--- src/sso_pkg.sv ---
// Shared constants, types and helpers for the servo status output logic
package sso_pkg;

   // ------------------------------------------------------------------
   // Widths
   // ------------------------------------------------------------------
   localparam int SPEED_W  = 16;             // Signed speed sample, r/min
   localparam int ASPEED_W = SPEED_W + 1;    // Magnitude keeps -32768 exact
   localparam int CODE_W   = 3;              // Alarm group code width
   localparam int DIGIT_W  = 4;              // One parameter digit
   localparam int START_W  = 26;             // Start-up counter width

   // ------------------------------------------------------------------
   // Speed levels, r/min
   // ------------------------------------------------------------------
   localparam logic [SPEED_W-1:0] ZERO_SPEED_DEFAULT = 16'h0032;  // 50 r/min
   localparam logic [SPEED_W-1:0] ZERO_SPEED_HYST    = 16'h0014;  // 20 r/min

   // ------------------------------------------------------------------
   // Timing
   // ------------------------------------------------------------------
   localparam int CLK_KHZ         = 40000;   // 40 MHz clock
   localparam int STARTUP_MAX_MS  = 1500;    // Warning outputs settle, ms
   // Longest time in clock cycles, exact product with no rounding
   localparam int STARTUP_CYC     = STARTUP_MAX_MS * CLK_KHZ;

   // ------------------------------------------------------------------
   // Parameter digit encodings
   // ------------------------------------------------------------------
   localparam logic [DIGIT_W-1:0] DIGIT_ON = 4'h1;  // Lowest digit set to 1

   // Signal routed to the single assignable output pin
   typedef enum logic [1:0] {
      SSO_PIN_SPEED_REACHED = 2'h0,
      SSO_PIN_BRAKE         = 2'h1,
      SSO_PIN_WARNING       = 2'h2,
      SSO_PIN_BATTERY_WARN  = 2'h3
   } sso_pin_sel_t;

   // ------------------------------------------------------------------
   // Carriers
   // ------------------------------------------------------------------
   typedef struct packed {
      logic [SPEED_W-1:0] zero_speed_threshold_param;  // Unsigned r/min
      logic [DIGIT_W-1:0] function_select_param;       // Low digit 1: brake
      logic [DIGIT_W-1:0] alarm_code_select_param;     // Low digit 1: codes
      sso_pin_sel_t       output_pin_assign_param;     // Assignable pin
   } sso_cfg_t;

   typedef struct packed {
      logic ready;
      logic in_position_out;
      logic speed_reached_out;
   } sso_sts_t;

   typedef struct packed {
      logic              active;
      logic [CODE_W-1:0] group;
   } sso_alarm_t;

   typedef struct packed {
      logic warning;
      logic battery_cable;
      logic battery_low;
   } sso_warn_t;

   // ------------------------------------------------------------------
   // Helpers
   // ------------------------------------------------------------------
   function automatic logic [ASPEED_W-1:0] sso_abs(input logic signed [SPEED_W-1:0] v);
      logic [ASPEED_W-1:0] w;
      w = {v[SPEED_W-1], v};
      sso_abs = v[SPEED_W-1] ? ASPEED_W'(~w + 1'b1) : w;
   endfunction : sso_abs

   function automatic logic sso_digit_on(input logic [DIGIT_W-1:0] d);
      sso_digit_on = (d == DIGIT_ON);
   endfunction : sso_digit_on

endpackage : sso_pkg

--- src/sso_zero_speed.sv ---
// Zero-speed comparator with hysteresis, one step per speed sample
`timescale 1ns/1ps

module sso_zero_speed (
   input  wire logic                                i_clk,        // 40 MHz clock
   input  wire logic                                i_rst_n,      // Sync reset, low
   input  wire logic signed [sso_pkg::SPEED_W-1:0]  i_speed,      // Measured speed
   input  wire logic                                i_speed_vld,  // Sample strobe
   input  wire logic        [sso_pkg::SPEED_W-1:0]  i_threshold,  // On level
   output logic                                     o_zero        // Zero-speed flag
);

   typedef enum logic {SSO_ZS_MOVING, SSO_ZS_STOPPED} sso_zs_state_t;

   sso_zs_state_t                  state_ff;
   sso_zs_state_t                  nxt_state;
   logic [sso_pkg::ASPEED_W-1:0]   mag;
   logic [sso_pkg::ASPEED_W-1:0]   on_lvl;
   logic [sso_pkg::ASPEED_W-1:0]   off_lvl;

   // ------------------------------------------------------------------
   // Levels
   // ------------------------------------------------------------------
   // both directions
   assign mag     = sso_pkg::sso_abs(i_speed);
   assign on_lvl  = {1'b0, i_threshold};
   // off above on
   assign off_lvl = on_lvl + {1'b0, sso_pkg::ZERO_SPEED_HYST};

   // Next state, evaluated only on a fresh sample
   // two-state compare
   always_comb begin
      nxt_state = state_ff;
      if (i_speed_vld) begin
         unique case (state_ff)
            // on at threshold
            SSO_ZS_MOVING:  if (mag <= on_lvl) nxt_state = SSO_ZS_STOPPED;
            // off at off level
            SSO_ZS_STOPPED: if (mag >= off_lvl) nxt_state = SSO_ZS_MOVING;
         endcase
      end
   end

   // State register; reset assumes motion until the first sample
   always_ff @(posedge i_clk) begin
      if (!i_rst_n) state_ff <= SSO_ZS_MOVING;
      else          state_ff <= nxt_state;
   end

   assign o_zero = (state_ff == SSO_ZS_STOPPED);
endmodule : sso_zero_speed

--- src/sso_status_out.sv ---
// Discrete status output logic of the servo driver
`timescale 1ns/1ps

// Summary of operation
// Zero-speed flag sets when absolute speed is at or below threshold.
// Threshold comes from a configuration input, default 50 r/min.
// Once set, flag clears only when speed climbs to the off level.
// Detection uses absolute speed, so both directions behave alike.
// Off level is threshold plus 20 r/min hysteresis.
// Brake interlock only when enabled; zero-speed output then forced off.
// Brake interlock drops when servo is off or an alarm is active.
// Warning output follows warnings only while assigned to the pin.
// Warning output is inactive within 1.5 s of power-on.
// Battery warning output follows cable-disconnect or low-battery warning only while assigned to the pin.
// Battery warning output is inactive within 1.5 s of power-on.
// Assigning a signal to the optional pin replaces the previous one.
// Alarm codes only when the code-select low digit equals 1.
// During alarm three pins carry the group code, else normal status.
// Code holds until alarm clears, then pins return next update.
// Comparator is a two-state machine updated per speed sample.
module sso_status_out #(
   parameter int P_STARTUP_CYC = sso_pkg::STARTUP_CYC  // Settle time, cycles
) (
   input  wire logic                                i_clk,                  // 40 MHz clock
   input  wire logic                                i_rst_n,                // Sync reset, low
   input  wire logic signed [sso_pkg::SPEED_W-1:0]  i_speed,                // Speed, r/min
   input  wire logic                                i_speed_vld,            // Speed sample strobe
   input  wire logic                                i_servo_on,             // Servo switched on
   input  wire sso_pkg::sso_cfg_t                   i_cfg,                  // Parameter settings
   input  wire sso_pkg::sso_sts_t                   i_sts,                  // Normal status sources
   input  wire sso_pkg::sso_alarm_t                 i_alarm,                // Alarm state and group
   input  wire sso_pkg::sso_warn_t                  i_warn,                 // Warning sources
   output logic                                     o_zero_speed_flag,      // Zero-speed output
   output logic                                     o_brake_interlock_out,  // Brake release allowed
   output logic                                     o_warning_out,          // Warning output
   output logic                                     o_battery_warning_out,  // Battery warning output
   output logic                                     o_assign_pin,           // Assignable output pin
   output logic [sso_pkg::CODE_W-1:0]               o_code_pins             // Code or status pins
);

   // ------------------------------------------------------------------
   // Zero-speed detection
   // ------------------------------------------------------------------
   logic zero_raw;

   // threshold from config
   sso_zero_speed u_zero (
      .i_clk       (i_clk),
      .i_rst_n     (i_rst_n),
      .i_speed     (i_speed),
      .i_speed_vld (i_speed_vld),
      .i_threshold (i_cfg.zero_speed_threshold_param),
      .o_zero      (zero_raw)
   );

   // ------------------------------------------------------------------
   // Start-up settle timer
   // ------------------------------------------------------------------
   localparam logic [sso_pkg::START_W-1:0] START_LAST = sso_pkg::START_W'(P_STARTUP_CYC - 1);

   logic [sso_pkg::START_W-1:0] start_cnt_ff;
   logic [sso_pkg::START_W-1:0] nxt_start_cnt;
   logic                        started_ff;
   logic                        nxt_started;

   // Warning sources are not trusted until the count expires
   always_comb begin
      nxt_start_cnt = start_cnt_ff;
      nxt_started   = started_ff;
      if (!started_ff) begin
         if (start_cnt_ff == START_LAST) nxt_started = 1'b1;
         else nxt_start_cnt = start_cnt_ff + 1'b1;
      end
   end

   // Timer registers
   always_ff @(posedge i_clk) begin
      if (!i_rst_n) begin
         start_cnt_ff <= '0;
         started_ff   <= 1'b0;
      end else begin
         start_cnt_ff <= nxt_start_cnt;
         started_ff   <= nxt_started;
      end
   end

   // ------------------------------------------------------------------
   // Alarm code capture
   // ------------------------------------------------------------------
   logic                        alarm_hold_ff;
   logic                        nxt_alarm_hold;
   logic [sso_pkg::CODE_W-1:0]  code_ff;
   logic [sso_pkg::CODE_W-1:0]  nxt_code;

   // Group latched at onset so a changing source cannot flicker the pins
   always_comb begin
      nxt_alarm_hold = i_alarm.active;
      nxt_code       = code_ff;
      // latch and hold
      if (i_alarm.active && !alarm_hold_ff) nxt_code = i_alarm.group;
   end

   // Alarm registers
   always_ff @(posedge i_clk) begin
      if (!i_rst_n) begin
         alarm_hold_ff <= 1'b0;
         code_ff       <= '0;
      end else begin
         alarm_hold_ff <= nxt_alarm_hold;
         code_ff       <= nxt_code;
      end
   end

   // ------------------------------------------------------------------
   // Output selection
   // ------------------------------------------------------------------
   logic                        brake_en;
   logic                        code_en;
   logic                        warn_sel;
   logic                        batt_sel;
   logic                        brake_lvl;
   logic                        zero_lvl;
   logic                        warn_lvl;
   logic                        batt_lvl;
   logic                        nxt_zero;
   logic                        nxt_brake;
   logic                        nxt_warn;
   logic                        nxt_batt;
   logic                        nxt_assign;
   logic [sso_pkg::CODE_W-1:0]  nxt_pins;
   logic [sso_pkg::CODE_W-1:0]  normal_pins;

   // brake enable
   assign brake_en = sso_pkg::sso_digit_on(i_cfg.function_select_param)
                     || (i_cfg.output_pin_assign_param == sso_pkg::SSO_PIN_BRAKE);
   // code enable
   assign code_en  = sso_pkg::sso_digit_on(i_cfg.alarm_code_select_param);
   assign warn_sel = (i_cfg.output_pin_assign_param == sso_pkg::SSO_PIN_WARNING);
   assign batt_sel = (i_cfg.output_pin_assign_param == sso_pkg::SSO_PIN_BATTERY_WARN);
   // Ordinary status on the code pins when no code is shown
   assign normal_pins = {i_sts.ready, zero_lvl, i_sts.in_position_out};

   // Output levels before pin routing
   always_comb begin
      // brake drop
      brake_lvl = brake_en && i_servo_on && !i_alarm.active;
      // zero-speed masked
      zero_lvl  = zero_raw && !brake_en;
      // quiet at start-up
      warn_lvl  = started_ff && i_warn.warning;
      // battery sources
      // quiet at start-up
      batt_lvl  = started_ff && (i_warn.battery_cable || i_warn.battery_low);
   end

   // Pin routing and dedicated outputs
   always_comb begin
      nxt_zero  = zero_lvl;
      nxt_brake = brake_lvl;
      // only when assigned
      nxt_warn  = warn_sel && warn_lvl;
      nxt_batt  = batt_sel && batt_lvl;
      // assignment replaces
      unique case (i_cfg.output_pin_assign_param)
         sso_pkg::SSO_PIN_SPEED_REACHED: nxt_assign = i_sts.speed_reached_out;
         sso_pkg::SSO_PIN_BRAKE:         nxt_assign = brake_lvl;
         sso_pkg::SSO_PIN_WARNING:       nxt_assign = warn_lvl;
         sso_pkg::SSO_PIN_BATTERY_WARN:  nxt_assign = batt_lvl;
      endcase
      // code or normal status
      if (code_en && alarm_hold_ff) nxt_pins = code_ff;
      else nxt_pins = normal_pins;
   end

   // Output registers; every pin leaves a flip-flop
   always_ff @(posedge i_clk) begin
      if (!i_rst_n) begin
         o_zero_speed_flag     <= 1'b0;
         o_brake_interlock_out <= 1'b0;
         o_warning_out         <= 1'b0;
         o_battery_warning_out <= 1'b0;
         o_assign_pin          <= 1'b0;
         o_code_pins           <= '0;
      end else begin
         o_zero_speed_flag     <= nxt_zero;
         o_brake_interlock_out <= nxt_brake;
         o_warning_out         <= nxt_warn;
         o_battery_warning_out <= nxt_batt;
         o_assign_pin          <= nxt_assign;
         o_code_pins           <= nxt_pins;
      end
   end
endmodule : sso_status_out

--- config.mk ---
export PLATFORM = sky130hd
export DESIGN_NAME = sso_status_out
export DESIGN_NICKNAME = d
export VERILOG_FILES = /design/src/sso_pkg.sv /design/src/sso_zero_speed.sv /design/src/sso_status_out.sv
export SDC_FILE = /design/constraint.sdc
export NUM_CORES = 1
export LEC_CHECK = 0
export BUFFER_PORTS_ARGS = -buffer_cell sky130_fd_sc_hd__buf_4
export CAP_MARGIN = 20
export CORE_MARGIN = 1.5
export CORE_UTILIZATION = 30
export DETAILED_ROUTE_END_ITERATION = 10
export REMOVE_ABC_BUFFERS = 1
export SLEW_MARGIN = 5
export SYNTH_ARGS = -nofsm -noshare
export SYNTH_HDL_FRONTEND = slang
export SYNTH_SLANG_ARGS = --single-unit
--- constraint.sdc ---
create_clock -name i_clk -period 3.5 [get_ports i_clk]
set_input_delay 0.525 -clock i_clk [delete_from_list [all_inputs] [get_ports i_clk]]
set_output_delay 0.525 -clock i_clk [all_outputs]
set_load 0.005 [all_outputs]
==> key figures <==
STA
  – Final slew viol count: 0
  – Achievable Freq: 0.298 GHz
  – RSZ-0062 raised after global routing: no
  – Tmin final: 3.36 ns
  – Hold Fails Final Rpt: 0
  – Clock skew: between 0.004 and 0.005 ns
  – Worst Tran Pin Value: 0.876 ns
  – Hold WS: 0.420 ns
  – Final worst-path cycle share: 96.0%
  – Setup violations, final: 0
  – Worst slew margin: 41.0%

Global routing
  – Largest net degree at the start of global routing: 19
  – Total gr overflow: 0
  – Global-route wire length before repair: 12200 µm
  – Antenna violations before repair: 0
  – Total track usage: 14.4%
  – Vias in the first global route: roughly 2700

Clock network
  – Number of H-tree levels: 2
  – Post-CTS setup buffers: 0
  – CTS Root Cell: clkbuf_8
  – Post-CTS Hold Buffers: 0
  – Reg clk slew, reported paths: roughly 0.080 ns
  – CTS tree: done
  – CTS Sinks: 40
  – Later-pin clock latency in the skew report: ~0.3 ns
  – Post-CTS sizing: 0
  – Max clock buf depth: 2
  – Inserted Clock Buffers: 5

Finish
  – Final net count: 535
  – P&R area growth vs syn: 26.5%
  – N_diodes: 0
  – Number of fillers in the final layout: approximately 1000
  – Layout cells sized above 1: 20.9%
  – Most frequent cells in the layout: buf_4, dfxtp_1, nor2_1, ha_1, xnor2_1
  – Design area: about 0.0038 mm²
  – Commonest non-fill, non-tap cell in the layout: buf_4
  – Final Instance Count excl. Fillers: 579

Logic synthesis
  – Synth Flop Type: dfxtp_1
  – Mapped cell area: 0.00302 mm²
  – Yosys cell types: 51
  – Avg Synthesized Cell Area: a little over 8 µm²
  – Number of synthesized flops with an enable pin: 0
  – Mapped Cells: 372
  – Synth top area cells: dfxtp_1, ha_1, xnor2_1
  – Yosys warns: 0
  – Yosys top cell area share: 26.5%
  – Asr flop ratio synth: 0%
  – #FFs+latches synth: 40
  – Sequential share of the synthesized area: between 20% and 30%
  – Post-synth top area cell: dfxtp_1

Routing
  – DRC: 0
  – Via density: 4.85
  – WL final: between 7000 and 8000 µm
  – TritonRoute pass-1 iters: 6
  – Routed via count: 2810
  – Initial drt markers: 110
  – Post-route ant nets: 0
  – DR WL/cell: 12.4 µm

Run
  – Max-cap viol count: 0

Placed design
  – Port bufs: 63
  – Cell total after placement: approximately 570
  – Area after DPL: 0.00370 mm²
  – DPL Wire Length: 6090 µm
  – Placer Congestion: 0.892

Die
  – DIE AREA: 0.0107 mm²
  – Height of the die: 103 µm
  – IO Pins: 64
  – Starting density of the core: 30.9%
  – Num rows: 36
  – Die Span X: 103 µm
  – CORE AREA: 0.00977 mm²

Critical path
  – CP Capture Type: flop
  – Crit Path Category: primary input to flop
  – Crit path from: i_speed[3]
  – FF-to-FF Start: started_ff
  – Startpoint Class: primary input
  – Crit Path Max Fanout: 4
  – Critical Path RT: 3.72 ns
  – Reg2Reg Setup Slack: 1.07 ns
  – Crit path DAT: 3.58 ns

Pwr
  – Leak Pwr: 1.57 nW
  – IR drop worst, VDD: about 0.13 mV
  – Cell area power density: 277 mW/mm²

Worst hold path
  – Hold path start: i_cfg[0]
  – Hold crit path type: primary input to flop

Status
  – Status: complete, no violations
-- path summary, 6_finish.rpt --
| check | end | depth (start not counted) |
|---|---|---|
| hold reg to reg | start_cnt_ff[25] | 2 |
| setup / recovery | u_zero.o_zero | 12 |
| hold / removal | o_warning_out | 2 |
| setup reg to reg | start_cnt_ff[25] | 5 |
-- cell usage after synthesis (3+ instances only) --
master	count
nor4_1	6
nand3_1	14
xor2_1	5
or4_1	7
nor2_1	35
dfxtp_1	40
o31ai_1	9
and3_1	6
a211oi_1	3
o21ai_0	19
nand2b_1	4
clkbuf_1	6
ha_1	34
a21o_1	3
inv_1	29
nand2_1	23
xnor2_1	33
or3_1	10
nor3_1	9
mux2i_1	6
and4_1	3
a21oi_1	22
nand4_1	8
and2_1	3
-- cell families after synthesis --
family / count (synthesis) / synth area share (%)
and+or+nand+nor: 144 / 25.9
AOI/OAI and AO/OA: 70 / 15.1
xor gates and xnor gates: 38 / 11.0
other: 1 / 0.124
adders and majority gates: 34 / 14.1
DFF: 40 / 26.5
muxes: 6 / 1.99
buffers and inverters: 39 / 5.18
-- power breakdown --
group          leakage (nW)  switching [mW]  internal (mW)
Clock                0.0404           0.169          0.141
Combinational          1.20           0.139          0.138
Sequential            0.325         0.00711          0.466
-- registers in the layout, summed over array words and instances, names as in the netlist --
register               count
o_brake_interlock_out      1
o_battery_warning_out      1
started_ff                 1
alarm_hold_ff              1
o_code_pins                3
o_warning_out              1
u_zero.o_zero              1
start_cnt_ff              26
o_assign_pin               1
o_zero_speed_flag          1
code_ff                    3
-- per-stage QoR --
step	TNS [ns]	power, mW	setup slack, ns	utilization (%)
finish	0	1.06	0.141	39.1
global route	0	1.13	0.000507	39.1
CTS	0	1.07	0.139	38.8
detailed placement	-0.177	0.760	-0.177	37.9
global placement	-0.118	0.752	-0.118	37.9
floorplan	0	0.635	0.108	-
-- worst max-delay path, stage by stage --
cell,delay (ns)
buf_4,0.11
or4_4,0.52
or4_4,0.49
or2_4,0.27
o41ai_4,0.21
xnor2_1,0.19
ha_1,0.27
nand3_1,0.18
nor3_1,0.09
a2111oi_1,0.38
a32oi_1,0.15
o211ai_1,0.18
-- metal layers --
layer | global-route usage [%] | up-vias | share of wire [%] | routed length [µm]
li1 | - | 1486 | - | -
met1 | 17.6 | 1275 | 45 | 3250
met2 | 26.1 | 42 | 50 | 3580
met3 | 2.28 | 7 | 3.3 | 235
met4 | 4.37 | 0 | 1.4 | 99
met5 | 0 | - | 0 | 0
-- area by class of cell --
class | instances | area (µm²) | share of cell area, %
sequential | 40 | 801 | 21.0
inverter | 30 | 113 | 2.95
clock inverter | 3 | 23.8 | 0.623
tap | 133 | 166 | 4.36
clock buffer | 5 | 68.8 | 1.80
timing repair buffer | 75 | 563 | 14.7
multi-input combinational | 293 | 2080 | 54.6
Power figures use the tool's default switching activity.
